**config.mk**
```make
export PLATFORM = sky130hd
export DESIGN_NAME = dpr_regbank
export DESIGN_NICKNAME = d
export VERILOG_FILES = /design/src/dpr_pkg.sv /design/src/dpr_regbank.sv /design/src/dpr_sync.sv /design/src/dpr_term_map.sv
export SDC_FILE = /design/constraint.sdc
export NUM_CORES = 1
export LEC_CHECK = 0
export BUFFER_PORTS_ARGS = -buffer_cell sky130_fd_sc_hd__buf_2
export CORE_AREA = 2 2 80 63
export DETAILED_ROUTE_END_ITERATION = 10
export DIE_AREA = 0 0 82 65
export GPL_ROUTABILITY_DRIVEN = 0
export GPL_TIMING_DRIVEN = 1
export PLACE_DENSITY = 0.75
export SYNTH_ARGS = -nofsm -noshare
export SYNTH_HDL_FRONTEND = slang
export SYNTH_SLANG_ARGS = --single-unit
```
**constraint.sdc**
```tcl
create_clock -name mclk_i -period 2.2 [get_ports mclk_i]
set_input_delay 0.11 -clock mclk_i [delete_from_list [all_inputs] [get_ports mclk_i]]
set_output_delay 0.11 -clock mclk_i [all_outputs]
set_load 0.005 [all_outputs]
```
**src/dpr_pkg.sv**
```systemverilog
/*
 * package for the digital potentiometer volatile register bank: location map,
 * field positions, reset values and the carrier structs.
 * assumes a single 40 mhz clock and a serial front end outside this block.
 */
// Summary of operation
// - sixteen locations of nine bits, selected by a four-bit index.
// - 00h wiper zero, 01h wiper one, 04h terminal control, 05h status.
// - second wiper exists only when two channels are configured.
// - on reset release wipers and terminal control take their defaults.
// - terminal control resets to 1FFh, all terminals connected.
// - below trip voltage the serial side is disabled and ignored.
// - between trip and minimum supply, commands still execute normally.
// - status is read-only; writes to it do nothing.
// - status bits 8 to 5 read one; bits 4,3,2,0 reserved.
// - status bit 1 reads one while the shutdown input is low.
// - serial access keeps working during hardware shutdown.
// - shutdown disconnects terminal a and ties wiper to terminal b.
// - new terminal control value reaches terminals only at command completion.
// - control bit 8 reads one; bits 7-4 network one, 3-0 network zero.
// - force-off bit at zero applies the shutdown configuration to that network.
// - each connect bit connects its terminal at one, disconnects at zero.
// - shutdown input overrides connect bits without changing stored values.
// - terminal control never changes the wiper values.
// - wiper default is mid-scale: 80h eight-bit, 40h seven-bit.
package dpr_pkg;
    // =======================================================
    // location map
    localparam logic [3:0] LOC_WIPER0 = 4'h0;
    localparam logic [3:0] LOC_WIPER1 = 4'h1;
    localparam logic [3:0] LOC_CTRL   = 4'h4;
    localparam logic [3:0] LOC_STATUS = 4'h5;

    // =======================================================
    // field positions and values
    localparam int         TC_FIXED_BIT   = 8;
    localparam int         TC_NET1_LSB    = 4;
    localparam int         TC_NET0_LSB    = 0;
    localparam int         TC_FORCE_OFS   = 3;
    localparam int         TC_A_OFS       = 2;
    localparam int         TC_W_OFS       = 1;
    localparam int         TC_B_OFS       = 0;
    localparam int         ST_OFF_BIT     = 1;
    localparam logic [8:0] CTRL_RESET     = 9'h1FF;
    localparam logic [8:0] STATUS_BASE    = 9'h1E0;
    localparam logic [8:0] RESERVED_READ  = 9'h000;
    localparam logic [8:0] WIPER_MID_8BIT = 9'h080;
    localparam logic [8:0] WIPER_MID_7BIT = 9'h040;

    // =======================================================
    // carriers
    typedef struct packed {
        logic       valid;
        logic       write;
        logic [3:0] addr;
        logic [8:0] wdata;
    } dpr_req_t;

    typedef struct packed {
        logic a_conn;
        logic w_conn;
        logic b_conn;
        logic w_to_b;
    } dpr_term_t;
endpackage : dpr_pkg

```
**src/dpr_regbank.sv**
```systemverilog
/*
 * volatile register bank of a one- or two-channel digital potentiometer:
 * wiper values, terminal control and shutdown status, with network outputs.
 * assumes a serial command decoder on mclk_i that presents one request per
 * access and pulses cmd_done_i when the frame ends; supply_ok_i and
 * hw_poweroff_input_n_i are asynchronous levels from pins/analog.
 */
`timescale 1ns/1ps
module dpr_regbank
    import dpr_pkg::*;
#(
    parameter int         NUM_NETS  = 2,
    parameter int         WIPER_BITS = 8
) (
    input  wire logic              mclk_i,
    input  wire logic              rstn_i,
    input  wire logic              supply_ok_i,
    input  wire logic              hw_poweroff_input_n_i,
    input  wire dpr_pkg::dpr_req_t req_i,
    input  wire logic              cmd_done_i,
    output logic [8:0]             rdata_o,
    output logic                   rvalid_o,
    output logic                   serial_en_o,
    output logic [8:0]             wiper0_o,
    output logic [8:0]             wiper1_o,
    output dpr_pkg::dpr_term_t     net0_term_o,
    output dpr_pkg::dpr_term_t     net1_term_o,
    output logic                   hw_off_o
);
    import dpr_pkg::*;

    // =======================================================
    // constants
    localparam logic [8:0] WIPER_DEFAULT = (WIPER_BITS == 8) ? WIPER_MID_8BIT : WIPER_MID_7BIT;
    localparam logic       HAS_NET1      = (NUM_NETS > 1);

    function automatic logic loc_exists(input logic [3:0] a);
        loc_exists = (a == LOC_WIPER0) || (a == LOC_CTRL) || (a == LOC_STATUS)
                   || (HAS_NET1 && (a == LOC_WIPER1));
    endfunction : loc_exists

    // =======================================================
    // synchronised pin levels
    logic supply_ok_s;
    logic poweroff_n_s;

    dpr_sync #(.RESET_VAL(1'b0)) u_sync_supply (
        .mclk_i (mclk_i),
        .rstn_i (rstn_i),
        .d_i    (supply_ok_i),
        .q_o    (supply_ok_s)
    );

    dpr_sync #(.RESET_VAL(1'b1)) u_sync_down (
        .mclk_i (mclk_i),
        .rstn_i (rstn_i),
        .d_i    (hw_poweroff_input_n_i),
        .q_o    (poweroff_n_s)
    );

    // =======================================================
    // registers
    logic [8:0] wiper0_q, wiper0_d;
    logic [8:0] wiper1_q, wiper1_d;
    logic [7:0] ctrl_q, ctrl_d;       // stored control bits
    logic [7:0] ctrl_app_q, ctrl_app_d; // copy driving the terminals
    logic       ctrl_pend_q, ctrl_pend_d;
    logic [8:0] rdata_q, rdata_d;
    logic       rvalid_q, rvalid_d;
    logic       brownout_q, brownout_d;
    logic       hw_off;
    logic       access;

    assign hw_off = !poweroff_n_s;
    // requests are ignored entirely below trip; shutdown does not block them
    assign access = req_i.valid && supply_ok_s;

    function automatic logic [8:0] read_loc(input logic [3:0] a,
                                            input logic [8:0] w0,
                                            input logic [8:0] w1,
                                            input logic [7:0] tc,
                                            input logic       off);
        read_loc = RESERVED_READ;
        if (a == LOC_WIPER0)
            read_loc = w0;
        else if (a == LOC_WIPER1 && HAS_NET1)
            read_loc = w1;
        else if (a == LOC_CTRL)
            read_loc = {1'b1, tc};
        else if (a == LOC_STATUS) begin
            read_loc = STATUS_BASE;
            read_loc[ST_OFF_BIT] = off;
        end
    endfunction : read_loc

    always_comb begin
        wiper0_d    = wiper0_q;
        wiper1_d    = wiper1_q;
        ctrl_d      = ctrl_q;
        ctrl_app_d  = ctrl_app_q;
        ctrl_pend_d = ctrl_pend_q;
        rdata_d     = rdata_q;
        rvalid_d    = 1'b0;
        brownout_d  = brownout_q;
        if (!supply_ok_s) begin
            // below trip: interface dead, state reloaded on recovery
            brownout_d  = 1'b1;
            ctrl_pend_d = 1'b0;
        end else if (brownout_q) begin
            // recovery from brown-out: load defaults as at power-on
            brownout_d  = 1'b0;
            wiper0_d    = WIPER_DEFAULT;
            wiper1_d    = WIPER_DEFAULT;
            ctrl_d      = CTRL_RESET[7:0];
            ctrl_app_d  = CTRL_RESET[7:0];
        end else begin
            if (access && req_i.write && loc_exists(req_i.addr)) begin
                if (req_i.addr == LOC_WIPER0)
                    wiper0_d = req_i.wdata;
                else if (req_i.addr == LOC_WIPER1)
                    wiper1_d = req_i.wdata;
                else if (req_i.addr == LOC_CTRL) begin
                    ctrl_d      = req_i.wdata[7:0];
                    ctrl_pend_d = 1'b1;
                end
            end
            if (access && !req_i.write) begin
                rdata_d  = read_loc(req_i.addr, wiper0_q, wiper1_q, ctrl_q, hw_off);
                rvalid_d = 1'b1;
            end
            // terminals follow only once the writing frame has ended
            if (cmd_done_i && (ctrl_pend_q || ctrl_pend_d)) begin
                ctrl_app_d  = ctrl_d;
                ctrl_pend_d = 1'b0;
            end
        end
    end

    always_ff @(posedge mclk_i or negedge rstn_i) begin
        if (!rstn_i) begin
            wiper0_q    <= WIPER_DEFAULT;
            wiper1_q    <= WIPER_DEFAULT;
            ctrl_q      <= CTRL_RESET[7:0];
            ctrl_app_q  <= CTRL_RESET[7:0];
            ctrl_pend_q <= 1'b0;
            rdata_q     <= RESERVED_READ;
            rvalid_q    <= 1'b0;
            brownout_q  <= 1'b1;
        end else begin
            wiper0_q    <= wiper0_d;
            wiper1_q    <= wiper1_d;
            ctrl_q      <= ctrl_d;
            ctrl_app_q  <= ctrl_app_d;
            ctrl_pend_q <= ctrl_pend_d;
            rdata_q     <= rdata_d;
            rvalid_q    <= rvalid_d;
            brownout_q  <= brownout_d;
        end
    end

    // =======================================================
    // network terminal mapping
    dpr_pkg::dpr_term_t net1_raw;

    dpr_term_map u_map0 (
        .nibble_i (ctrl_app_q[TC_NET0_LSB +: 4]),
        .hw_off_i (hw_off),
        .term_o   (net0_term_o)
    );

    dpr_term_map u_map1 (
        .nibble_i (ctrl_app_q[TC_NET1_LSB +: 4]),
        .hw_off_i (hw_off),
        .term_o   (net1_raw)
    );

    // absent second network left fully disconnected
    assign net1_term_o = HAS_NET1 ? net1_raw : '0;
    assign rdata_o     = rdata_q;
    assign rvalid_o    = rvalid_q;
    assign serial_en_o = supply_ok_s && !brownout_q;
    assign wiper0_o    = wiper0_q;
    assign wiper1_o    = HAS_NET1 ? wiper1_q : RESERVED_READ;
    assign hw_off_o    = hw_off;
endmodule : dpr_regbank

```
**src/dpr_sync.sv**
```systemverilog
/*
 * two-flop synchroniser for one asynchronous level.
 * assumes the input toggles slower than the clock.
 */
`timescale 1ns/1ps
module dpr_sync #(
    parameter logic RESET_VAL = 1'b0
) (
    input  wire logic mclk_i,
    input  wire logic rstn_i,
    input  wire logic d_i,
    output logic      q_o
);
    // =======================================================
    // first flop feeds only the second
    logic meta_q;
    logic meta_d;
    logic sync_q;
    logic sync_d;

    always_comb begin
        meta_d = d_i;
        sync_d = meta_q;
    end

    always_ff @(posedge mclk_i or negedge rstn_i) begin
        if (!rstn_i) begin
            meta_q <= RESET_VAL;
            sync_q <= RESET_VAL;
        end else begin
            meta_q <= meta_d;
            sync_q <= sync_d;
        end
    end

    assign q_o = sync_q;
endmodule : dpr_sync

```
**src/dpr_term_map.sv**
```systemverilog
/*
 * terminal configuration of one resistor network from its control nibble
 * and the synchronised shutdown state.
 * assumes the nibble is the applied copy, not the pending write.
 */
`timescale 1ns/1ps
module dpr_term_map
    import dpr_pkg::*;
(
    input  wire logic [3:0] nibble_i,
    input  wire logic       hw_off_i,
    output dpr_pkg::dpr_term_t term_o
);
    import dpr_pkg::*;

    // =======================================================
    // override: stored bits untouched, merely ignored while forced
    logic forced;

    always_comb begin
        forced = hw_off_i || !nibble_i[TC_FORCE_OFS];
        if (forced) begin
            term_o.a_conn = 1'b0;
            term_o.w_conn = 1'b1;
            term_o.b_conn = 1'b1;
            term_o.w_to_b = 1'b1;
        end else begin
            term_o.a_conn = nibble_i[TC_A_OFS];
            term_o.w_conn = nibble_i[TC_W_OFS];
            term_o.b_conn = nibble_i[TC_B_OFS];
            term_o.w_to_b = 1'b0;
        end
    end
endmodule : dpr_term_map

```
==> results by stage, run 1 <==
Outcome:
- The run finished with clean final reports.

Timing:
- The total negative setup slack is 0 ns.
- The final number of setup-violating endpoints is 0.
- For the finished layout, the period the worst path requires is 1.90 ns.
- Setup repair after global routing left no endpoint under its margin.
- The worst-margin pin slew is 0.728 ns.
- The worst slew margin relative to its limit is 51.5%.
- The final-report hold violation count is 0.
- Static timing analysis puts the maximum clock frequency at 526 MHz.
- The worst path setup slack after routing is 0.297 ns.
- The number of max-slew violations in the final report is 0.
- Of the available clock period, the critical path in the final layout requires 86.5%.
- The post-route worst hold slack is 0.0972 ns.
- On the final layout, the worst clock skew is 0.0102 ns.

Synthesis:
- Sequential cells were found to cover 56.6% of the synthesized design area.
- After Yosys synthesis, full adders, half adders and majority gates account for 0% of the synthesized area.
- The simple logic cell fraction of the synthesized area is 9.98%.
- Averaged over all synthesized cells, the footprint is 12.2 sq um.
- The number of cells produced by synthesis is 185.
- The fraction of the mapped netlist area in compound gates is 23.7%.
- The largest total area in the synthesized netlist belongs to sky130_fd_sc_hd__dfrtp_1.
- The most common flop cell mapped by yosys is sky130_fd_sc_hd__dfrtp_1.
- The portion of netlist area occupied by mux cells is 5.54%.
- The combined area of all synthesized cells is 2260 sq um.
- The post-synthesis sequential element count is 50.
- After synthesis, the largest area contributor takes up 32.2% of total cell area.
- After synthesis, the largest family of logic cells by area is compound AO/OA/AOI/OAI gates.
- Of the total synthesized cell area, the portion taken by XOR and XNOR cells is 0%.
- The number of nets in the synthesized netlist is 205.
- In this run, synthesis inferred 0 flip-flops with an integrated enable.
- During synthesis, Yosys emitted a total of 0 warnings.
- Yosys attributes the largest share of cell area to sky130_fd_sc_hd__dfrtp_1 32%, sky130_fd_sc_hd__dfstp_2 24%, sky130_fd_sc_hd__a22o_1 7.4%.
- Synthesis instantiated 37 different standard cells from the library.
- After synthesis, the share of flip-flops with an asynchronous set or reset is 100%.

Floorplan:
- For this design the top-level I/O count stands at 58.
- The initial cell density of the core is 48.8%.
- The floorplan step set the die width to 82 microns.
- The row count is 22.
- The y dimension of the die is 65 microns.
- The total area inside the core boundary comes to 4620 sq um.
- The die area is 5330 sq um.

Critical path:
- The cell with the largest stage delay on the worst path is sky130_fd_sc_hd__or3_1.
- The critical path data arrival time is 2.11 ns.
- The delay of the slowest cell on the worst path is 0.68 ns.
- The data required time of the worst path is 2.41 ns.
- The element type at the critical path start is a flop.
- Walking the worst path, the cells encountered are nand4bb_4 -> or3_1 -> a21oi_4 -> a2bb2oi_1.
- The type of the worst setup path is flop to flop.
- The largest fanout on the critical path is 18.
- The kind of capture point of the worst setup path is a flop.
- The depth of the worst register-to-register path is 4.

Layout:
- The final-stage net count is 272.
- The number of cells in the finished layout apart from fillers is 313.
- Once layout is complete, the utilization of the core stands at 59.5%.
- The top cell types in the final layout, fill and taps aside, are 57 x sky130_fd_sc_hd__buf_2, 29 x sky130_fd_sc_hd__dfrtp_1, 21 x sky130_fd_sc_hd__dfstp_2, 19 x sky130_fd_sc_hd__a22o_1.
- The commonest non-fill, non-tap cell in the layout is sky130_fd_sc_hd__buf_2.
- The layout has 409 filler cells.
- After routing the design area is 2750 sq um.
- The area growth from synthesis to layout is 21.8%.
- The multi-input combinational cells in the finished layout cover a total of 886 sq um.
- The final antenna diode count is 0.
- In the final layout, the share of cells above drive strength 1 is 41.9%.
- The register cell area after layout is 1280 sq um.

Clocking:
- In this run the clock root is driven by a sky130_fd_sc_hd__clkbuf_8.
- Clock tree synthesis found a total of 50 sinks.
- The number of buffers between clock root and the deepest sink is 2.
- The CTS buffer count is 5.
- The clock tree from TritonCTS is built.
- The source-to-sink clock delay at the later pin of the worst-skew pair is 0.29 ns.
- The clock transition at the register clock pins on the worst setup and hold paths after CTS is 0.09 ns.
- CTS built an H-tree with a depth of 2.

Place:
- The worst-case setup slack after placement is 0.318 ns.
- The placement-stage cell area is 2640 sq um.
- The detailed placement HPWL is 4010 microns.
- After detailed placement, the design holds a cell count of 302.
- In this run the tool buffered the top-level ports with 57 buffer cells.

Power:
- The leakage component of the power is 1.31 nW.
- The completed layout was analyzed and its total power is 1.68 mW.
- The total power divided by cell area is 610 nW/um^2.
- Across the VDD grid, the largest voltage drop is 0.430 mV.

Global routing:
- The global-route wire length before repair is 8800 microns.
- The initial antenna violation count came to 0.
- Across every metal layer, demand over resource in global routing totals 21.8%.
- The largest net degree at the start of global routing is 27.
- The via count of the first global-routing pass is 1705.
- Summed over all layers, the global routing overflow is 0.

Drt:
- The number of remaining DRC errors is 0.
- The via count normalized by instance count is 5.58.
- The final layout contains routed wiring with a total length of 5390 microns.
- For this run, the detailed router's first-pass iteration total came to 4.
- The routed wirelength normalized by instance count is 17.2 microns.
- The via count of the routed design is 1746.
- The remaining antenna violation count after routing is 0.
- For this block, the initial DRC count from the detailed router was 127.

Hold path:
- The path class of the lowest-slack min-delay path is input port to flop.
- Counting instances, the worst hold path has a depth of 2.

Job:
- The tool flagged a number of max-cap violations equal to 0.
## layer usage
layer	up-vias	GRT usage [%]	share of wire, %
met2	67	32.5	43
met4	0	4.38	0.84
met5	-	0	0
met3	7	4.46	5.9
met1	842	32.9	50
li1	830	-	-
## kinds of logic (layout without fill, tap and decap cells)
group           Yosys count  in the layout
buf+inv                  20             88
flops                    50             50
simple gates             37             37
compound gates           67             67
mux                      11             11
## cells in the mapped netlist, types with 4 or more instances
cell / count
sky130_fd_sc_hd__dfrtp_1: 29
sky130_fd_sc_hd__dfstp_2: 21
sky130_fd_sc_hd__a22o_1: 19
sky130_fd_sc_hd__nand2_1: 11
sky130_fd_sc_hd__a2bb2oi_1: 9
sky130_fd_sc_hd__inv_1: 9
sky130_fd_sc_hd__o21ai_0: 9
sky130_fd_sc_hd__mux2i_1: 8
sky130_fd_sc_hd__o22ai_1: 8
sky130_fd_sc_hd__o32a_1: 7
sky130_fd_sc_hd__nor2_1: 6
sky130_fd_sc_hd__clkbuf_1: 5
sky130_fd_sc_hd__a21oi_1: 4
sky130_fd_sc_hd__or2_2: 4
## where the power goes
part | switching [mW] | internal [mW]
Combinational | 0.108 | 0.0838
Clock | 0.283 | 0.227
Sequential | 0.0231 | 0.954
Total | 0.414 | 1.26
## critical path, delay by kind of cell, from the launching register on
family | cells | cell delay (ns)
AO/OA/AOI/OAI | 2 | 0.58
AND/OR/NAND/NOR | 2 | 0.84
flip-flops | 1 | 0.40
## registers in the layout, summed over array words and instances (netlist names)
signal / flops
u_sync_supply.q_o: 1
u_sync_down.q_o: 1
u_sync_supply.meta_q: 1
ctrl_pend_q: 1
wiper1_o: 9
wiper0_o: 9
u_sync_down.meta_q: 1
rvalid_o: 1
ctrl_q: 8
brownout_q: 1
ctrl_app_q: 8
rdata_o: 9
## layout make-up
| type | count | area share [%] |
|---|---|---|
| Timing Repair Buffer | 71 | 14.5 |
| Tap cell | 60 | 2.73 |
| Inverter | 9 | 1.23 |
| Sequential cell | 50 | 46.5 |
| Multi-Input combinational cell | 115 | 32.2 |
| Clock buffer | 8 | 2.91 |
## timing repair
item,4_1_cts,5_1_grt
hold buffers,3,0
gates resized for setup,0,0
endpoints found under the hold margin,20,0
setup buffers,0,0
## worst paths after layout
kind                                     from               to  slack (ns)
max                         u_sync_supply.q_o        ctrl_q[7]        0.30
min in group asynchronous              rstn_i       rdata_o[1]        0.35
min                                  req_i[1]      wiper0_o[1]         0.1
max in group asynchronous              rstn_i    ctrl_app_q[5]        1.17
min reg2reg                u_sync_down.meta_q  u_sync_down.q_o        0.36
max reg2reg                 u_sync_supply.q_o        ctrl_q[7]        0.30
No activity file was read; power rests on OpenSTA's default activity.
==> inputs of run 2 (changes only) <==
- CORE_AREA: 2 2 80 63 -> 2 2 98 76
- DIE_AREA: 0 0 82 65 -> 0 0 100 78
- GPL_ROUTABILITY_DRIVEN: 0 -> unset
- PLACE_DENSITY: 0.75 -> 0.53
==> run 2 against run 1 <==
Wire length is 7.5% higher; clock skew shrank 0.00094 ns; flip-flop and latch count is the same; count of clock-buffer cells in the layout decreased by 3; cell area up 0.91%; critical path type unchanged.
==> results by stage, run 2 (synthesis gave the netlist of run 1 again) <==
Layout:
- In the layout the commonest cells are 57 x sky130_fd_sc_hd__buf_2, 29 x sky130_fd_sc_hd__dfrtp_1, 21 x sky130_fd_sc_hd__dfstp_2, 19 x sky130_fd_sc_hd__a22o_1, 11 x sky130_fd_sc_hd__nand2_1.
- The final-stage net count is 271 (-0.37%).
- Leaving out fill and tap cells, the most frequent cell in the layout is sky130_fd_sc_hd__buf_2.
- From synthesis to final layout, the design area changed by 22.9%.
- The number of cells in the finished layout apart from fillers is 335 (+7.0%).
- The post-route core utilization is 41.0% (-18 points).
- The share of final-layout standard cells stronger than drive strength 1 is 42.6% (+0.73 points).
- The final antenna diode count was 0 (unchanged).

Floorplan:
- The die area is 7800 sq um (+46%).
- The horizontal die dimension is 100 microns (+22%).
- The y dimension of the die is 78 microns (+20%).
- The count of boundary I/O pins is 58 (unchanged).
- The row count was 26 (+18%).
- The placeable core area came to 6770 sq um (+46%).
- The initial cell density of the core was 33.4% (-15 points).

Timing:
- Setup repair after global routing left no endpoint under its margin.
- The final number of setup-violating endpoints was 0 (unchanged).
- The worst-margin pin slew is 0.842 ns (+0.114 ns).
- The number of max-slew violations in the final report is 0 (unchanged).
- The setup clock skew after layout was 0.00928 ns (-0.000941 ns).
- The clock period minus worst slack is 2.00 ns (+0.0984 ns).
- The total negative setup slack is 0 ns (unchanged).
- The maximum clock rate came to 500 MHz (-4.9%).
- The fraction of the cycle the final worst path needs is 91.0% (+4.5 points).
- The worst slew margin relative to its limit came to 43.9% (-7.6 points).
- The final-report hold violation count came to 0 (unchanged).

Place:
- The count of input and output buffers is 57 (unchanged).
- The detailed placement HPWL is 4260 microns (+6.4%).
- The placer congestion estimate is 0.752.
- The count of placed standard cells including taps is 325 (+7.6%).

Clocking:
- The clock tree root driver cell is sky130_fd_sc_hd__clkbuf_8.
- The clock transition at the register clock pins on the worst setup and hold paths after CTS is 0.10 ns (about the same).
- The clock tree from TritonCTS is built.
- The source-to-sink clock delay at the later pin of the worst-skew pair is 0.30 ns (about the same).
- The post-CTS setup buffer count came to 0 (unchanged).
- The CTS buffer count is 5 (unchanged).
- The level count of the clock H-tree is 2 (unchanged).
- The CTS sink count is 50 (unchanged).
- The number of buffers between clock root and the deepest sink is 2 (unchanged).

Global routing:
- The global-route wire length before repair came to 9440 microns (+7.3%).
- The routing usage on met3 came to 3.51% (-0.94 points).
- The global routing met1 resource utilization is 24.4% (-8.5 points).
- The global route total overflow is 0 (unchanged).
- The via count of the first global-routing pass was 1663 (-2.5%).
- The initial antenna violation count came to 0 (unchanged).
- The global-route total usage across every layer is 15.4% (-6.4 points).
- The met2 demand-to-capacity share in global routing is 21.8% (-11 points).
- In this run the most used layer during global routing was met1.
- The largest net degree at the start of global routing was 39 (+44%).

Power:
- The leakage component of the power came to 1.31 nW (about the same).
- The maximum VDD drop is 0.303 mV (-30%).
- The total power divided by cell area came to 611 nW/um^2 (+0.16%).
- The power after layout is 1.70 mW (+1.1%).

Critical path:
- The element type at the critical path start is a flop.
- The critical path in this run is classified as flop to flop.
- STA classifies the critical path endpoint as a flop.
- The setup slack of the worst register-to-register path is 0.20 ns (-0.10 ns).
- The depth of the worst register-to-register path is 4 (unchanged).
- The startpoint of the worst-slack reg-to-reg timing path is u_sync_supply.q_o.
- The largest fanout on the critical path is 18 (unchanged).
- The critical path data arrival time is 2.23 ns (+0.12 ns).
- The capture point of the worst reg-to-reg path is ctrl_q[7].
- The data required time of the worst path was 2.43 ns (+0.02 ns).

Drt:
- The number of remaining DRC errors is 0 (unchanged).
- The total wire length was 5790 microns (+7.5%).
- The number of design-rule violations left by the first detailed-router iteration is 158 (+24%).
- The number of iterations in the first detailed-routing pass is 4 (unchanged).
- The via count normalized by instance count is 5.18 (-7.2%).
- The remaining antenna violation count after routing came to 0 (unchanged).
- The routed wirelength normalized by instance count is 17.3 microns (+0.44%).
- The via count of the routed design is 1734 (-0.69%).

Hold path:
- The worst hold path cell count was 2 (unchanged).
- In this run the most critical hold path is launched from req_i[1].
- The path class of the lowest-slack min-delay path is input port to flop.
- The endpoint with the worst hold slack is wiper0_o[1].

Outcome:
- The run finished with clean final reports.

Job:
- The number of maximum-capacitance violations is 0 (unchanged).
-- run 2: changes by cell type in the layout (fill, tap and decap cells not counted), sizes merged --
cell    before  now
clkbuf       8    5
clkinv       0    1
buf         68   67
inv          9   10
-- run 2: critical path, stage by stage (launching register included) --
cell	delay, ns
sky130_fd_sc_hd__dfrtp_1	0.50
sky130_fd_sc_hd__nand4bb_4	0.18
sky130_fd_sc_hd__or3_1	0.69
sky130_fd_sc_hd__a21oi_4	0.38
sky130_fd_sc_hd__a2bb2oi_1	0.20
-- run 2: cell type report --
type	count	area [sq um]
inverter	9	33.8
timing repair buffer	70	390
clock inverter	2	13.8
clock buffer	5	68.8
fill	655	3990
sequential	50	1280
tap	84	105
multi-input combinational	115	886
-- run 2: report_power, final --
| part | total (mW) | switching [mW] | internal [mW] |
|---|---|---|---|
| clock network | 0.530 | 0.309 | 0.221 |
| logic | 0.189 | 0.107 | 0.0817 |
| registers | 0.978 | 0.0239 | 0.954 |
-- run 2: worst max-delay path by stage --
stage	start	to	slack [ns]	depth (start not counted)
floorplan	u_sync_supply.q_o	wiper0_o[0]	0.59	4
global placement	u_sync_supply.q_o	ctrl_q[1]	0.28	4
detailed placement	u_sync_supply.q_o	ctrl_q[7]	0.23	4
CTS	u_sync_supply.q_o	ctrl_q[1]	0.20	4
global route	u_sync_supply.q_o	ctrl_q[7]	0.06	4
finish	u_sync_supply.q_o	ctrl_q[7]	0.20	4
-- run 2: stage by stage --
| step | cell area [sq um] | hold slack, ns | setup WS, ns |
|---|---|---|---|
| after floorplan | 2260 | -0.186 | 0.585 |
| after global placement | 2660 | 0.216 | 0.277 |
| after detailed placement | 2660 | 0.216 | 0.227 |
| after CTS | 2780 | 0.0826 | 0.203 |
| after global routing | 2780 | 0.0825 | 0.0595 |
| final | 2780 | 0.0853 | 0.199 |
-- run 2: layer usage --
metal | up-vias | part of all wire (%)
met2 | 57 | 42
met1 | 846 | 51
met3 | 2 | 6.1
li1 | 829 | -
met5 | - | 0
met4 | 0 | 0.21
-- run 2: timing repair --
action                                 CTS  global route
resized for setup                        0             0
hold buffers                             3             0
endpoints found under the hold margin   31             0
==> inputs of run 3 (changes only) <==
- ABC_AREA: unset -> 1
- CORE_AREA: 2 2 98 76 -> 2 2 102 79
- DIE_AREA: 0 0 100 78 -> 0 0 104 81
==> run 3 against run 2 <==
Area after synthesis increased by 8.9%; clock power up 22%; utilization is 1.5 points lower; flip-flop and latch count did not move; cell area is 7.8% higher; die area rose by 8.0%; largest cell class unchanged.
==> results by stage, run 3 <==
Synthesis:
- Ranked by instance count, the synthesized netlist is headed by 80 x sky130_fd_sc_hd__nand2_1, 40 x sky130_fd_sc_hd__o21ai_0, 38 x sky130_fd_sc_hd__nor2_1.
- The number of warnings printed during yosys synthesis was 0 (unchanged).
- The number of distinct library cell variants in the gate-level netlist after synthesis was 23 (-38%).
- The post-synthesis sequential element count is 50 (unchanged).
- The portion of the post-synthesis area used by sequential elements is 52.0% (-4.6 points).
- In the post-synthesis netlist, the cell with the most instances is sky130_fd_sc_hd__nand2_1.
- Ranked by total cell area, the synthesized netlist is headed by sky130_fd_sc_hd__dfrtp_1 30%, sky130_fd_sc_hd__dfstp_2 22%, sky130_fd_sc_hd__nand2_1 12%.
- The synthesized design spends more area on one cell type than any other, namely sky130_fd_sc_hd__dfrtp_1.
- The number of cells produced by synthesis was 303 (+64%).
- The number of synthesized flops with an enable pin is 0 (unchanged).
- The total nets after synthesis is 323 (+58%).
- The mean area per synthesized cell came to 8.11 sq um (-34%).
- The combined area of all synthesized cells is 2460 sq um (+8.9%).
- The most common flop cell mapped by yosys is sky130_fd_sc_hd__dfrtp_1.
- The async set or reset register ratio after synthesis came to 100% (unchanged).
- The area share of the largest cell type after synthesis is 29.5% (-2.6 points).

Hold path:
- The worst hold path belongs to the class input port to flop.
- The startpoint identified for the worst hold timing path is cmd_done_i.
- The worst hold path cell count came to 3 (+1).

Clocking:
- The tree is rooted in a sky130_fd_sc_hd__clkbuf_8.
- The post-CTS setup buffer count is 0 (unchanged).
- The post-cts repair resize count is 0 (unchanged).
- The CTS buffer count was 5 (unchanged).
- The clock tree from TritonCTS is built.
- The CTS sink count is 50 (unchanged).
- The source-to-sink clock delay at the later pin of the worst-skew pair was 0.30 ns (about the same).
- The number of buffers between clock root and the deepest sink came to 2 (unchanged).
- The clock transition at the register clock pins on the worst setup and hold paths after CTS was 0.09 ns (about the same).
- The level count of the clock H-tree is 2 (unchanged).

Critical path:
- The critical path goes through nand3_2 -> nor2_8 -> inv_2 -> o21ai_4 -> o21ai_0.
- STA classifies the critical path startpoint as a flop.
- In this run the worst setup path terminates at wiper1_o[3].
- The capture point of the worst reg-to-reg path is wiper1_o[3].
- The largest fanout on the critical path is 13 (-5).
- The critical path data arrival time was 1.86 ns (-0.37 ns).
- The launch point of the worst path is u_sync_supply.q_o.
- The delay of the slowest cell on the worst path came to 0.62 ns (-0.07 ns).
- The data required time of the worst path is 2.37 ns (-0.06 ns).
- The depth of the worst register-to-register path was 5 (+1).
- The setup slack of the worst register-to-register path is 0.51 ns (+0.31 ns).
- The critical path is of the flop to flop type.
- In this run the critical register-to-register path is launched from u_sync_supply.q_o.
- The slowest stage of the critical path belongs to the cell sky130_fd_sc_hd__dfrtp_1.
- The kind of capture point of the worst setup path is a flop.

Layout:
- Relative to the synthesized area, the layout overhead comes to 21.7%.
- The share of final-layout standard cells stronger than drive strength 1 was 30.6% (-12 points).
- The commonest non-fill, non-tap cell in the layout is sky130_fd_sc_hd__nand2_1.
- The final antenna diode count was 0 (unchanged).
- In the layout the commonest cells are 80 x sky130_fd_sc_hd__nand2_1, 57 x sky130_fd_sc_hd__buf_2, 40 x sky130_fd_sc_hd__o21ai_0, 38 x sky130_fd_sc_hd__nor2_1, 34 x sky130_fd_sc_hd__inv_1.
- The number of fill cells came to 815 (+24%).
- The number of cells in the finished layout apart from fillers is 471 (+41%).
- The final-stage net count is 385 (+42%).

Global routing:
- The via count of the first global-routing pass is 2121 (+28%).
- The largest net degree at the start of global routing is 41 (+5.1%).
- The initial antenna violation count is 0 (unchanged).
- The global-route wire length before repair is 10300 microns (+9.6%).
- The global-route total usage across every layer is 15.7% (+0.32 points).
- The global route total overflow came to 0 (unchanged).

Power:
- The maximum VDD drop was 0.381 mV (+26%).
- The leakage component of the power is 1.51 nW (+15%).
- The total power divided by cell area was 674 nW/um^2 (+10%).

Timing:
- The fraction of the cycle the final worst path needs is 76.7% (-14 points).
- Setup repair after global routing left no endpoint under its margin.
- The worst-margin pin slew is 0.909 ns (+0.0668 ns).
- The final number of setup-violating endpoints came to 0 (unchanged).
- The final-report hold violation count is 0 (unchanged).
- The number of max-slew violations in the final report is 0 (unchanged).
- The total negative setup slack came to 0 ns (unchanged).
- The worst slew margin relative to its limit is 39.4% (-4.5 points).
- The maximum clock rate is 593 MHz (+19%).
- The setup clock skew after layout is 0.00828 ns (-0.00100 ns).
- The clock period minus worst slack came to 1.69 ns (-0.313 ns).

Drt:
- The number of remaining DRC errors came to 0 (unchanged).
- The routed wirelength normalized by instance count is 13.3 microns (-23%).
- The via count normalized by instance count is 4.58 (-11%).
- The total wire length is 6270 microns (+8.3%).
- The remaining antenna violation count after routing came to 0 (unchanged).
- The via count of the routed design was 2158 (+24%).
- The number of iterations in the first detailed-routing pass is 4 (unchanged).
- The number of design-rule violations left by the first detailed-router iteration is 87 (-45%).

Job:
- The number of maximum-capacitance violations is 0 (unchanged).

Floorplan:
- The placeable core area is 7570 sq um (+12%).
- The count of boundary I/O pins came to 58 (unchanged).
- The die area is 8420 sq um (+8.0%).
- The initial cell density of the core is 32.5% (-0.88 points).
- The horizontal die dimension is 104 microns (+4.0%).
- The y dimension of the die was 81 microns (+3.8%).
- The row count is 28 (+7.7%).

Place:
- The count of input and output buffers was 57 (unchanged).
- The count of placed standard cells including taps is 460 (+42%).
- The detailed placement HPWL was 4660 microns (+9.4%).
- The placer congestion estimate is 0.811 (+7.9%).

Outcome:
- The run finished with clean final reports.
==> run 3: changes by cell type after synthesis, moves of 5 or more <==
cell / before / now
sky130_fd_sc_hd__nand2_1: 11 / 80
sky130_fd_sc_hd__nor2_1: 6 / 38
sky130_fd_sc_hd__o21ai_0: 9 / 40
sky130_fd_sc_hd__inv_1: 9 / 34
sky130_fd_sc_hd__nand3_1: 0 / 24
sky130_fd_sc_hd__a22o_1: 19 / 0
sky130_fd_sc_hd__a2bb2oi_1: 9 / 0
sky130_fd_sc_hd__mux2i_1: 8 / 0
sky130_fd_sc_hd__o22ai_1: 8 / 0
sky130_fd_sc_hd__o32a_1: 7 / 0
sky130_fd_sc_hd__inv_2: 0 / 5
==> run 3: what timing repair did <==
| action | in CTS | in global routing |
|---|---|---|
| endpoints found under the hold margin | 31 | 0 |
| hold buffers | 3 | 0 |
| setup endpoints to repair | 0 | 0 |
==> run 3: layout make-up <==
type / instances / area, sq um / area share, %
sequential: 50 / 1280 / 42.7
multi-input combinational: 205 / 983 / 32.9
timing repair buffer: 64 / 345 / 11.5
inverter: 39 / 146 / 4.90
tap: 105 / 131 / 4.39
clock buffer: 7 / 76.3 / 2.55
clock inverter: 1 / 30.0 / 1.00
==> run 3: report_power, final <==
part	internal [mW]	leakage [nW]	switching (mW)	total [mW]
registers	1.03	0.603	0.0489	1.08
logic	0.120	0.857	0.169	0.289
clock network	0.341	0.0524	0.306	0.647
total	1.49	1.51	0.524	2.01
==> run 3: worst min path at each step <==
stage	slack (ns)	end
after detailed placement	0.22	u_sync_down.meta_q
final	0.11	ctrl_pend_q
after global placement	0.22	u_sync_down.meta_q
after floorplan	-0.19	ctrl_pend_q
after global routing	0.14	ctrl_pend_q
after CTS	0.11	ctrl_pend_q
==> run 3: metal layers <==
metal  vias to the layer above  part of all wire [%]  global-route usage, %  routed length, microns
met5                         -                     0                      0                       0
met4                         0                   1.0                   4.05                      65
met3                         7                   4.7                   3.61                     293
met2                        65                    43                   24.2                    2690
met1                      1016                    51                   22.4                    3220
li1                       1070                     -                      -                       -
==> run 3: stage by stage <==
| stage | utilization (%) | power (mW) | hold slack [ns] | area (sq um) | worst slack, ns |
|---|---|---|---|---|---|
| 2_1_floorplan | - | 1.25 | -0.186 | 2460 | 0.960 |
| 3_3_place_gp | 37.7 | 1.38 | 0.216 | 2850 | 0.588 |
| 3_5_place_dp | 37.7 | 1.39 | 0.217 | 2850 | 0.500 |
| 4_1_cts | 39.5 | 2.04 | 0.110 | 2990 | 0.493 |
| 5_1_grt | 39.5 | 2.13 | 0.145 | 2990 | 0.379 |
| 6_report | 39.5 | 2.01 | 0.113 | 2990 | 0.512 |
==> run 3: cells by family (layout without fill, tap and decap cells) <==
kind of cell	count (synthesis)	in the layout	share of synthesized area, %
flops	50	50	52.0
compound gates	44	44	9.88
buf+inv	48	111	7.99
simple gates	161	161	30.1
==> run 3: worst max-delay path: cells and delay by family (launching register included) <==
family	cells	cell delay, ns
DFF	1	0.62
AOI/OAI and AO/OA	2	0.40
and+or+nand+nor	2	0.41
buffers and inverters	1	0.13
